## src/hdl/eept_pkg.sv

```systemverilog
// Constants shared by the event edge path trigger block
package eept_pkg;

  // ----------------------------------------------------------------
  // Sizes
  // ----------------------------------------------------------------
  localparam int NUM_EVT = 4;
  localparam int SEL_W = 4;
  localparam int MAP_W = 16;
  localparam int PATH_W = 7;
  localparam int ADR_W = 16;
  localparam int IDX_W = 14;

  // ----------------------------------------------------------------
  // Register indices (byte address is four times the index)
  // ----------------------------------------------------------------
  localparam logic [IDX_W-1:0] RISE_MAP_IDX = 14'h05c4;
  localparam logic [IDX_W-1:0] FALL_MAP_IDX = 14'h05c6;
  localparam logic [IDX_W-1:0] CTRL_IDX = 14'h05c8;
  localparam logic [IDX_W-1:0] STAT_IDX = 14'h05ca;

  // ----------------------------------------------------------------
  // Fields and reset values
  // ----------------------------------------------------------------
  localparam logic [MAP_W-1:0] MAP_RESET = 16'h0000;
  localparam logic MODE_RESET = 1'b0;
  localparam int CTRL_MODE_BIT = 0;
  localparam int STAT_PATH_LSB = 0;
  localparam int STAT_PEND_LSB = 8;
  localparam logic [SEL_W-1:0] SEL_NONE = 4'h0;
  localparam logic [SEL_W-1:0] SEL_MAX = 4'hd;
  localparam logic [PATH_W-1:0] PATH_BASE = 7'h32;
  localparam logic [PATH_W-1:0] FIRST_EVENT_PATH = 7'h33;
  localparam logic [PATH_W-1:0] LAST_EVENT_PATH = 7'h3f;

endpackage : eept_pkg

```

## src/hdl/eept_evt_if.sv

```systemverilog
// Synchronised event levels and edge pulses between the two modules
`timescale 1ns/1ps
`default_nettype none
interface eept_evt_if #(parameter int N = 4);
  logic [N-1:0] level;
  logic [N-1:0] rise;
  logic [N-1:0] fall;
  modport src (output level, output rise, output fall);
  modport dst (input level, input rise, input fall);
endinterface : eept_evt_if
`default_nettype wire

```

## src/hdl/eept_edge_sync.sv

```systemverilog
// Two-stage synchroniser and edge detector for the event inputs
`timescale 1ns/1ps
`default_nettype none
module eept_edge_sync #(
  parameter int N = 4
) (
  input wire logic clk_i,
  input wire logic rst_i,
  input wire logic ce_i,
  input wire logic [N-1:0] event_i,
  eept_evt_if.src evt
);
  import eept_pkg::*;

  logic [N-1:0] meta;
  logic [N-1:0] sync;
  logic [N-1:0] held;

  // ----------------------------------------------------------------
  // Synchroniser chain and previous level
  // ----------------------------------------------------------------
  always_ff @(posedge clk_i) begin
    if (rst_i) begin
      meta <= '0;
      sync <= '0;
      held <= '0;
    end else if (ce_i) begin
      meta <= event_i;
      sync <= meta;
      held <= sync;
    end
  end

  // Edge pulses last one enabled cycle each
  assign evt.level = held;
  assign evt.rise = sync & ~held;
  assign evt.fall = ~sync & held;

endmodule : eept_edge_sync
`default_nettype wire

```

## src/hdl/eept_trigger.sv

```systemverilog
// Event edge to positioning path launcher with Wishbone registers
//
// Our own choice: the Wishbone interface to the registers.
`timescale 1ns/1ps
`default_nettype none
module eept_trigger (
  input wire logic clk_i,
  input wire logic rst_i,
  input wire logic ce_i,
  input wire logic wb_cyc_i,
  input wire logic wb_stb_i,
  input wire logic wb_we_i,
  input wire logic [eept_pkg::ADR_W-1:0] wb_adr_i,
  input wire logic [3:0] wb_sel_i,
  input wire logic [31:0] wb_dat_i,
  output logic [31:0] wb_dat_o,
  output logic wb_ack_o,
  input wire logic [eept_pkg::NUM_EVT-1:0] event_i,
  output logic launch_valid_o,
  output logic [eept_pkg::PATH_W-1:0] launch_path_o,
  output logic path_register_mode_o
);
  import eept_pkg::*;

  localparam int NP = 2 * NUM_EVT;

  // ----------------------------------------------------------------
  // Edge detection
  // ----------------------------------------------------------------
  eept_evt_if #(.N(NUM_EVT)) evt ();

  // Synchronised edges for all event inputs
  eept_edge_sync #(.N(NUM_EVT)) u_sync (
    .clk_i(clk_i),
    .rst_i(rst_i),
    .ce_i(ce_i),
    .event_i(event_i),
    .evt(evt)
  );

  // ----------------------------------------------------------------
  // Registers
  // ----------------------------------------------------------------
  logic [MAP_W-1:0] rise_trigger_map;
  logic [MAP_W-1:0] fall_trigger_map;
  logic path_register_mode;
  logic [PATH_W-1:0] last_path;
  logic [NP-1:0] pend;
  logic [SEL_W-1:0] pend_sel [NP];

  // Nibble-wise write; out-of-range nibbles keep their old value
  function automatic logic [MAP_W-1:0] map_write(
    input logic [MAP_W-1:0] old,
    input logic [MAP_W-1:0] wdat,
    input logic [1:0] lanes
  );
    logic [MAP_W-1:0] res;
    res = old;
    for (int i = 0; i < NUM_EVT; i++) begin
      if (lanes[i/2] && (wdat[SEL_W*i +: SEL_W] <= SEL_MAX)) begin
        res[SEL_W*i +: SEL_W] = wdat[SEL_W*i +: SEL_W];
      end
    end
    return res;
  endfunction : map_write

  // ----------------------------------------------------------------
  // Bus decode
  // ----------------------------------------------------------------
  wire [IDX_W-1:0] adr_idx = wb_adr_i[ADR_W-1:2];
  wire bus_req = wb_cyc_i & wb_stb_i & ~wb_ack_o;
  wire bus_wr = bus_req & wb_we_i & ce_i;
  wire hit_rise = (adr_idx == RISE_MAP_IDX);
  wire hit_fall = (adr_idx == FALL_MAP_IDX);
  wire hit_ctrl = (adr_idx == CTRL_IDX);
  wire hit_stat = (adr_idx == STAT_IDX);
  wire [31:0] stat_word = {16'h0000, pend, 1'b0, last_path};
  logic [31:0] rd_word;

  // Read multiplexer, unmapped reads return zero
  always_comb begin
    if (hit_rise) begin
      rd_word = {16'h0000, rise_trigger_map};
    end else if (hit_fall) begin
      rd_word = {16'h0000, fall_trigger_map};
    end else if (hit_ctrl) begin
      rd_word = {31'h00000000, path_register_mode};
    end else if (hit_stat) begin
      rd_word = stat_word;
    end else begin
      rd_word = 32'h00000000;
    end
  end

  // Bus answer one cycle after the request
  always_ff @(posedge clk_i) begin
    if (rst_i) begin
      wb_ack_o <= 1'b0;
      wb_dat_o <= 32'h00000000;
    end else if (ce_i) begin
      wb_ack_o <= bus_req;
      wb_dat_o <= bus_req ? rd_word : 32'h00000000;
    end
  end

  // Trigger maps and mode control
  always_ff @(posedge clk_i) begin
    if (rst_i) begin
      rise_trigger_map <= MAP_RESET;
      fall_trigger_map <= MAP_RESET;
      path_register_mode <= MODE_RESET;
    end else if (bus_wr) begin
      if (hit_rise) begin
        rise_trigger_map <= map_write(rise_trigger_map, wb_dat_i[15:0], wb_sel_i[1:0]);
      end
      if (hit_fall) begin
        fall_trigger_map <= map_write(fall_trigger_map, wb_dat_i[15:0], wb_sel_i[1:0]);
      end
      if (hit_ctrl && wb_sel_i[0]) begin
        path_register_mode <= wb_dat_i[CTRL_MODE_BIT];
      end
    end
  end

  assign path_register_mode_o = path_register_mode;

  // ----------------------------------------------------------------
  // Launch requests
  // ----------------------------------------------------------------
  // Entry 2i is rising of input i, entry 2i+1 its falling edge
  logic [NP-1:0] pend_set;
  logic [SEL_W-1:0] edge_sel [NP];
  logic [NP-1:0] serve_oh;
  logic [SEL_W-1:0] serve_sel;
  logic [NP-1:0] next_pend;

  // Selector chosen for every possible edge
  always_comb begin
    for (int i = 0; i < NUM_EVT; i++) begin
      edge_sel[2*i] = rise_trigger_map[SEL_W*i +: SEL_W];
      edge_sel[2*i+1] = fall_trigger_map[SEL_W*i +: SEL_W];
      pend_set[2*i] = path_register_mode & evt.rise[i] & (edge_sel[2*i] != SEL_NONE);
      pend_set[2*i+1] = path_register_mode & evt.fall[i] & (edge_sel[2*i+1] != SEL_NONE);
    end
  end

  // Lowest pending entry is served first
  assign serve_oh = pend & (~pend + {{(NP-1){1'b0}}, 1'b1});

  // Selector of the served entry
  always_comb begin
    serve_sel = SEL_NONE;
    for (int k = 0; k < NP; k++) begin
      if (serve_oh[k]) begin
        serve_sel = pend_sel[k];
      end
    end
  end

  // New edges win over the serving clear; leaving the mode drops all
  assign next_pend = path_register_mode ? ((pend & ~serve_oh) | pend_set) : '0;

  // Pending edges and their captured selectors
  always_ff @(posedge clk_i) begin
    if (rst_i) begin
      pend <= '0;
      for (int k = 0; k < NP; k++) begin
        pend_sel[k] <= SEL_NONE;
      end
    end else if (ce_i) begin
      pend <= next_pend;
      for (int k = 0; k < NP; k++) begin
        if (pend_set[k]) begin
          pend_sel[k] <= edge_sel[k];
        end
      end
    end
  end

  // One-cycle launch pulse with path number
  always_ff @(posedge clk_i) begin
    if (rst_i) begin
      launch_valid_o <= 1'b0;
      launch_path_o <= '0;
      last_path <= '0;
    end else if (ce_i) begin
      launch_valid_o <= path_register_mode & (|serve_oh);
      if (path_register_mode && (|serve_oh)) begin
        launch_path_o <= PATH_BASE + {3'b000, serve_sel};
        last_path <= PATH_BASE + {3'b000, serve_sel};
      end
    end
  end

  // ----------------------------------------------------------------
  // Assertions
  // ----------------------------------------------------------------
  property p_map_reset;
    @(posedge clk_i) $past(rst_i) && !rst_i |-> (rise_trigger_map == MAP_RESET)
      && (fall_trigger_map == MAP_RESET);
  endproperty
  a_map_reset: assert property (p_map_reset) else $error("maps not zero after reset");

  property p_rise_range;
    @(posedge clk_i) disable iff (rst_i)
      (rise_trigger_map[3:0] <= SEL_MAX) && (rise_trigger_map[7:4] <= SEL_MAX)
      && (rise_trigger_map[11:8] <= SEL_MAX) && (rise_trigger_map[15:12] <= SEL_MAX);
  endproperty
  a_rise_range: assert property (p_rise_range) else $error("rise selector above D");

  property p_fall_range;
    @(posedge clk_i) disable iff (rst_i)
      bus_wr && hit_fall && (wb_sel_i[1:0] == 2'b11) && (wb_dat_i[15:0] == 16'hdddd)
      |=> fall_trigger_map == 16'hdddd;
  endproperty
  a_fall_range: assert property (p_fall_range) else $error("fall map write lost");

  property p_rise_zero;
    @(posedge clk_i) disable iff (rst_i)
      ce_i && evt.rise[0] && (rise_trigger_map[3:0] == SEL_NONE) && !pend[0] |=> !pend[0];
  endproperty
  a_rise_zero: assert property (p_rise_zero) else $error("zero selector queued launch");

  property p_fall_zero;
    @(posedge clk_i) disable iff (rst_i)
      ce_i && evt.fall[0] && (fall_trigger_map[3:0] == SEL_NONE) && !pend[1] |=> !pend[1];
  endproperty
  a_fall_zero: assert property (p_fall_zero) else $error("zero selector queued launch");

  property p_rise_one;
    @(posedge clk_i) disable iff (rst_i)
      ce_i && path_register_mode && pend[0]
      |=> launch_valid_o && (launch_path_o == PATH_BASE + {3'b000, $past(pend_sel[0])});
  endproperty
  a_rise_one: assert property (p_rise_one) else $error("input one rise path wrong");

  property p_rise_two;
    @(posedge clk_i) disable iff (rst_i)
      ce_i && path_register_mode && evt.rise[1] && (rise_trigger_map[7:4] != SEL_NONE)
      |=> pend[2] && (pend_sel[2] == $past(rise_trigger_map[7:4]));
  endproperty
  a_rise_two: assert property (p_rise_two) else $error("input two rise not queued");

  property p_fall_one;
    @(posedge clk_i) disable iff (rst_i)
      ce_i && path_register_mode && evt.fall[0] && (fall_trigger_map[3:0] != SEL_NONE)
      ##1 ce_i && path_register_mode && (pend[0] == 1'b0)
      |=> launch_valid_o && (launch_path_o == PATH_BASE + {3'b000, $past(pend_sel[1])});
  endproperty
  a_fall_one: assert property (p_fall_one) else $error("input one fall path wrong");

  property p_fall_four;
    @(posedge clk_i) disable iff (rst_i)
      ce_i && path_register_mode && evt.fall[3] && (fall_trigger_map[15:12] != SEL_NONE)
      |=> pend[7];
  endproperty
  a_fall_four: assert property (p_fall_four) else $error("input four fall not queued");

  property p_mode_gate;
    @(posedge clk_i) disable iff (rst_i)
      ce_i && !path_register_mode |=> !launch_valid_o && (pend == '0);
  endproperty
  a_mode_gate: assert property (p_mode_gate) else $error("launch outside path mode");

  property p_launch_range;
    @(posedge clk_i) disable iff (rst_i)
      launch_valid_o |-> (launch_path_o >= FIRST_EVENT_PATH)
      && (launch_path_o <= LAST_EVENT_PATH) && $past(|pend);
  endproperty
  a_launch_range: assert property (p_launch_range) else $error("launch path out of range");

  property p_edge_high;
    @(posedge clk_i) disable iff (rst_i)
      ce_i && (evt.rise != '0)
      |=> (evt.level & $past(evt.rise)) == $past(evt.rise);
  endproperty
  a_edge_high: assert property (p_edge_high) else $error("rising edge not registered");

  property p_edge_low;
    @(posedge clk_i) disable iff (rst_i)
      ce_i && (evt.fall != '0)
      |=> (evt.level & $past(evt.fall)) == '0;
  endproperty
  a_edge_low: assert property (p_edge_low) else $error("falling edge not registered");

  property p_edge_once;
    @(posedge clk_i) disable iff (rst_i)
      ce_i && ((evt.rise | evt.fall) != '0)
      |=> ((evt.rise & $past(evt.rise)) == '0) && ((evt.fall & $past(evt.fall)) == '0);
  endproperty
  a_edge_once: assert property (p_edge_once) else $error("edge pulse repeated");

  property p_rise_three;
    @(posedge clk_i) disable iff (rst_i)
      ce_i && path_register_mode && evt.rise[2] && (rise_trigger_map[11:8] != SEL_NONE)
      |=> pend[4] && (pend_sel[4] == $past(rise_trigger_map[11:8]));
  endproperty
  a_rise_three: assert property (p_rise_three) else $error("input three rise not queued");

  property p_rise_four;
    @(posedge clk_i) disable iff (rst_i)
      ce_i && path_register_mode && evt.rise[3] && (rise_trigger_map[15:12] != SEL_NONE)
      |=> pend[6] && (pend_sel[6] == $past(rise_trigger_map[15:12]));
  endproperty
  a_rise_four: assert property (p_rise_four) else $error("input four rise not queued");

  property p_fall_two;
    @(posedge clk_i) disable iff (rst_i)
      ce_i && path_register_mode && evt.fall[1] && (fall_trigger_map[7:4] != SEL_NONE)
      |=> pend[3] && (pend_sel[3] == $past(fall_trigger_map[7:4]));
  endproperty
  a_fall_two: assert property (p_fall_two) else $error("input two fall not queued");

  property p_fall_three;
    @(posedge clk_i) disable iff (rst_i)
      ce_i && path_register_mode && evt.fall[2] && (fall_trigger_map[11:8] != SEL_NONE)
      |=> pend[5] && (pend_sel[5] == $past(fall_trigger_map[11:8]));
  endproperty
  a_fall_three: assert property (p_fall_three) else $error("input three fall not queued");

  property p_rise_hold;
    @(posedge clk_i) disable iff (rst_i)
      bus_wr && hit_rise && wb_sel_i[0] && (wb_dat_i[7:4] > SEL_MAX)
      |=> rise_trigger_map[7:4] == $past(rise_trigger_map[7:4]);
  endproperty
  a_rise_hold: assert property (p_rise_hold) else $error("illegal rise selector stored");

  property p_fall_hold;
    @(posedge clk_i) disable iff (rst_i)
      bus_wr && hit_fall && wb_sel_i[0] && (wb_dat_i[7:4] > SEL_MAX)
      |=> fall_trigger_map[7:4] == $past(fall_trigger_map[7:4]);
  endproperty
  a_fall_hold: assert property (p_fall_hold) else $error("illegal fall selector stored");

  property p_mode_reset;
    @(posedge clk_i) $past(rst_i) && !rst_i |-> !path_register_mode && !launch_valid_o;
  endproperty
  a_mode_reset: assert property (p_mode_reset) else $error("path mode set after reset");

endmodule : eept_trigger
`default_nettype wire

```

## config.mk

```make
export PLATFORM = sky130hd
export DESIGN_NAME = eept_trigger
export DESIGN_NICKNAME = d
export VERILOG_FILES = /design/src/hdl/eept_pkg.sv /design/src/hdl/eept_evt_if.sv /design/src/hdl/eept_edge_sync.sv /design/src/hdl/eept_trigger.sv
export SDC_FILE = /design/constraint.sdc
export NUM_CORES = 1
export LEC_CHECK = 0
export ABC_AREA = 1
export BUFFER_PORTS_ARGS = -buffer_cell sky130_fd_sc_hd__buf_2
export CAP_MARGIN = 20
export CORE_MARGIN = 2
export CORE_UTILIZATION = 40
export DETAILED_ROUTE_END_ITERATION = 10
export PLACE_DENSITY = 0.66
export SETUP_SLACK_MARGIN = 0.02
export SYNTH_ARGS = -nofsm -noshare
export SYNTH_HDL_FRONTEND = slang
export SYNTH_HIERARCHICAL = 1
export SYNTH_SLANG_ARGS = --single-unit
```

## constraint.sdc

```tcl
create_clock -name clk_i -period 4.9 [get_ports clk_i]
set_clock_uncertainty 0.1 [all_clocks]
set_input_delay 0.49 -clock clk_i [delete_from_list [all_inputs] [get_ports clk_i]]
set_output_delay 0.49 -clock clk_i [all_outputs]
set_load 0.01 [all_outputs]
```

Yosys cells after proc, flatten, opt, wreduce, memory -nomap -nowiden --
Memories as Yosys holds them, arrays and structs flattened. Index checks and enable logic that the tools add are counted.
Word-level totals: memories kept 1, register bits 94, bits in writable memories 32
Operators by class: magnitude comparators 4, add/subtract/negate cells 2, equality and inequality tests 4, bitwise logic cells 39, reduce and logical (&&, ||, !) cells 25, mux-type cells 56
Memory list:
- pend_sel | depth 8, width 4, read ports 8, clocked after Yosys merged registers in 0, write ports 8, RTL line eept_trigger.sv:49 | logic [SEL_W-1:0] pend_sel [NP];
Operators by type and width (number):
- 16-bit 2-to-1 mux | 4
- 4-bit 2-to-1 mux | 16
- 14-bit by 11-bit equality test with 1-bit output, second input constant | 4
- 1-bit 2-to-1 mux | 34
- 32-bit 2-to-1 mux | 1
- 4-bit nonzero test | 8
- 3-bit AND reduction | 8
- 1-bit AND | 21
- 8-bit AND | 2
- 4-bit <= comparator, second input constant | 4
- 8-bit inverter | 2
- 8-bit by 1-bit adder with 8-bit output, second input constant | 1
- 4-bit AND | 2
- 8-bit 2-to-1 mux | 1
- 4-bit inverter | 2
- 1-bit bitwise OR | 8
- 8-bit bitwise OR | 1
- 8-bit OR reduction | 1
- 6-bit by 4-bit adder with 7-bit output, first input constant | 1
- 1-bit logical AND | 6
- 2-bit AND reduction | 2
- 1-bit inverter | 1

Depth between registers and ports, before layout --
depth in word-level cells 12, mapped depth 14

Modules after synthesis --
The synthesis kept the hierarchy.
By module, submodules not included:
- eept_trigger | sequential area each 2282.2 sq um, cells an instance 601, times used 1, area an instance 4997.3 sq um
- eept_edge_sync | sequential area each 240.2 sq um, cells an instance 88, times used 1, area an instance 541.8 sq um

Worst setup path after synthesis --
OpenSTA, ideal clock, no wires.
path type reg-to-reg, start point register pend[0], end point register last_path[3], cell stages (with the launch flop) 12, arrival time 1.647 ns, setup slack 3.037 ns, library setup time 0.116 ns, path buffers 1, cells stage by stage dfxtp_1 buf_2 nor2_4 nand3_2 nor2_2 nand2_1 nand2_1 nand2_1 ha_1 ha_1 nor2_1 nor2_1
Between the ends: word-level cells in the longest chain between the ends 12
Ends and longest elaborated chain:
- start, declared | RTL line eept_trigger.sv:48 | logic [NP-1:0] pend;
- start signal, assigned | RTL line eept_trigger.sv:171 | pend <= next_pend;
- 8-bit inverter | RTL line eept_trigger.sv:148 | assign serve_oh = pend & (~pend + {{(NP-1){1'b0}}, 1'b1});
- 8-bit by 1-bit adder with 8-bit output | RTL line eept_trigger.sv:148
- 8-bit AND (*) | RTL line eept_trigger.sv:148
- 4-bit 2-to-1 mux (8 in series) | RTL line eept_trigger.sv:154 | if (serve_oh[k]) begin
- 6-bit by 4-bit adder with 7-bit output | RTL line eept_trigger.sv:190 | last_path <= PATH_BASE + {3'b000, serve_sel};
- end signal, assigned | RTL line eept_trigger.sv:190
- end, declared | RTL line eept_trigger.sv:47 | logic [PATH_W-1:0] last_path;
Every way passes the cells marked *; elsewhere a longest branch is shown, timed or not. A chain may end at the register's enable or synchronous reset.

Worst setup path in the final report --
start point input ce_i, end point register fall_trigger_map[13]
Between the ends: word-level cells in the longest chain between the ends 2
Ends and longest elaborated chain:
- start, declared | RTL line eept_trigger.sv:9 | input wire logic ce_i,
- 1-bit AND | RTL line eept_trigger.sv:72 | wire bus_wr = bus_req & wb_we_i & ce_i;
- 3-bit AND reduction (no line)
- end signal, assigned | RTL line eept_trigger.sv:117 | fall_trigger_map <= map_write(fall_trigger_map, wb_dat_i[15:0], wb_sel_i[1:0]);
- end, declared | RTL line eept_trigger.sv:45 | logic [MAP_W-1:0] fall_trigger_map;
Every way passes these cells.

==> out/qor.yml <==
core.rowCount: 42
reg2reg_depth: 8
synth-async-reset-ratio: 0
timing.rr.start: "wb_ack_o"
grt.overflow.total: 0
n_antenna_cell: 0
clk_pin_slew_ps: 80
seq_area_mm2: 0.002522
rsz0062_at_grt: "no"
max_freq_ghz: 0.3894
drc: 0
slew_headroom: 0.3994
nets: 802
cp_common_cell: "nand2_1"
ir_drop_mv: 0.1540
critPathMaxFanout: 41
clock_latency_ps: 360
antenna_found_initial: 0
start_kind: "primary input"
wl_per_cell_um: 14.84
cts_tree: "built"
die_area_mm2: 0.01480
crit_buf_inv: 3
worstHoldStart: "event_i[1]"
routed_via_density: 4.999
routed_wl_mm: 13.64
fillers: 1358
max_stage_delay_ps: 440
setup_viol: 0
period_share: 0.5241
grt_pass1_vias: 4261
cts_made_buffers: 9
first_iter_violations: 356
io_pins: 104
hp-class: "primary input to flip-flop"
grt_first_pass_wirelength_mm: 21.90
worstMarginPinSlew_ps: 899.9
r2r-end: "fall_trigger_map[13]"
htreeDepth: 3
p_switching_w: 0.0004283
p_comb_frac: 0.056
cts_sinks: 110
sw_frac_of_total: 0.2331
p_int_w: 0.001409
fin_setup_tns_ps: 0
hpwl_mm: 9.549
crit_slowest_cell: "nor2_2"
cp-startpoint: "ce_i"
ctsHoldBuffers: 0
vias: 4594
cts_resized: 0
multiInputGateArea_mm2: 0.002460
outcome: "finished, final reports clean"
place.gp.congestion: 0.8686
hold_path_depth: 5
yosysWarnings: 6
hold_viol_final: 0
critical_path.cell_chain: "buf_2, buf_4, nand2_1, inv_2, nand2_1, nor2_2, nand2_2, o21ai_1, a21oi_1"
period_needed_ps: 2568
start_util: 0.4134
ys_ff_latch: 110
endpoint_kind: "flip-flop"
rrSetupSlack_ps: 2570
maxSlewViolCount: 0
yosysUniqueCellTypes: 41
core-area_mm2: 0.01340
postSynthCellCount: 689
synth_area_per_cell_um2: 8.039
synth_edf_count: 32
cp_top_family: "simple AND/OR/NAND/NOR gates"
critPathArrivalTime_ps: 2710
post_cts_buffers: 0
path_class: "primary input to flip-flop"
die_h_um: 121.7
die_w_um: 121.7
seq_area_frac_synth: 0.4554
cts_root_buf: "clkbuf_16"
grt_max_degree: 57
clkPwrFrac: 0.424
track_usage: 0.1957
dr.pass1.iters: 5
drv_cap: 0
ant_nets: 0
clk_path_buf_depth: 2
synth-main-ff-cell: "dfxtp_1"
sequentialPowerShare: 0.520
p_per_area_mw_per_mm2: 296.7
synth.cell_area_mm2: 0.005539
whs_endpoint: "u_sync/meta[1]"
portBuffers: 67
drive_gt1_frac: 0.2140
cp.required_ps: 5040
hold_ws_ps: 308.0
leakage_nw: 2.679
area_growth_pct: 11.79
==> how the worst max path moves through the flow <==
stage,to,slack [ps],cells after the start
floorplan,last_path[3],3040,11
global placement,fall_trigger_map[15],2020,9
detailed placement,fall_trigger_map[13],1980,9
CTS,fall_trigger_map[13],2290,9
global route,fall_trigger_map[13],2120,9
finish,fall_trigger_map[13],2330,9
==> registers in the layout, summed over array words and instances, names as in the netlist <==
register / flops
u_sync/evt.level: 4
last_path: 7
path_register_mode_o: 1
u_sync/meta: 4
wb_ack_o: 1
rise_trigger_map: 16
pend: 8
launch_valid_o: 1
pend_sel: 32
u_sync/sync: 4
fall_trigger_map: 16
wb_dat_o: 16
==> cells in the mapped netlist, types with 2 or more instances <==
master    number  share of area
nand2_1      117          0.079
nor2_1        85          0.058
inv_1         80          0.054
dfxtp_1       78           0.28
nand3_1       57          0.052
a21oi_1       49          0.044
o21ai_1       34          0.031
edfxtp_1      32           0.17
buf_4         18          0.024
nand3_2       16          0.029
a21oi_2       15          0.024
clkbuf_1      14         0.0095
o211ai_2      14          0.032
o21ai_0       11         0.0099
buf_2          7         0.0063
a41oi_1        6         0.0095
buf_6          6          0.012
nand4_1        6         0.0068
nand2_4        5          0.010
nor2_2         5         0.0056
nand2_2        4         0.0045
nor2_4         4         0.0081
inv_2          3         0.0020
buf_1          2         0.0014
ha_1           2         0.0045
nor3_1         2         0.0018
o31ai_1        2         0.0027
or2_2          2         0.0023
==> cells by family (layout without fill, tap and decap cells) <==
kind of cell,after synthesis,in the layout,synth area share
compound gates,137,137,0.1617
buf+inv,131,170,0.1107
fa+ha+maj,2,2,0.004517
other cells,1,16,0.0006770
flops,110,110,0.4554
simple gates,308,308,0.2670
==> layout by cell type (no fill, tap or decap), drive strengths merged, types with 5 or more instances in the layout <==
cell type / synthesis / final
o21ai: 46 / 46
buf: 33 / 70
nand2: 126 / 126
a41oi: 6 / 6
edfxtp: 32 / 32
conb: 1 / 16
inv: 83 / 84
a21oi: 64 / 64
nor2: 95 / 95
nand3: 73 / 73
clkbuf: 14 / 10
nand4: 6 / 6
o211ai: 15 / 15
dfxtp: 78 / 78
clkinv: 1 / 5
==> final cells by class <==
class	instances	area share
timing repair buffer	70	0.05779
clock inverter	6	0.01071
clock buffer	10	0.04041
multi-input combinational	463	0.3973
sequential	110	0.4074
inverter	84	0.05092
tap	176	0.03556
==> metal layers <==
layer,GRT usage,vias up,share of wire
li1,-,2345,-
met1,0.2592,2080,0.46
met2,0.3192,147,0.47
met3,0.03839,22,0.052
met4,0.07040,0,0.024
met5,0,-,0
==> worst register-to-register path: cells and delay by family, from the launching register on <==
kind	cells	cell delay, ps
compound gates	2	240
buf+inv	1	430
simple gates	5	1120
flops	1	320
==> per-stage QoR <==
stage / cells / worst slack, ps / instance area, µm² / power, W / utilization
floorplan: 704 / 3037 / 5595 / 0.001052 / -
detailed placement: 903 / 1981 / 5876 / 0.001079 / 0.4385
CTS: 919 / 2292 / 6192 / 0.001848 / 0.4621
finish: 919 / 2332 / 6192 / 0.001837 / 0.4621
global placement: 903 / 2025 / 5876 / 0.001078 / 0.4385
global route: 919 / 2117 / 6192 / 0.001899 / 0.4621
==> power groups by stage <==
| stage | Sequential, W | Clock [W] | Combinational, W |
|---|---|---|---|
| 2_1_floorplan | 0.000975 | 0 | 0.0000762 |
| 6_report | 0.000956 | 0.000779 | 0.000102 |
| 3_5_place_dp | 0.000977 | 0 | 0.000102 |
| 3_3_place_gp | 0.000977 | 0 | 0.000102 |
| 5_1_grt | 0.000958 | 0.000825 | 0.000116 |
| 4_1_cts | 0.000956 | 0.000789 | 0.000103 |
No activity file was read; power rests on OpenSTA's default activity.
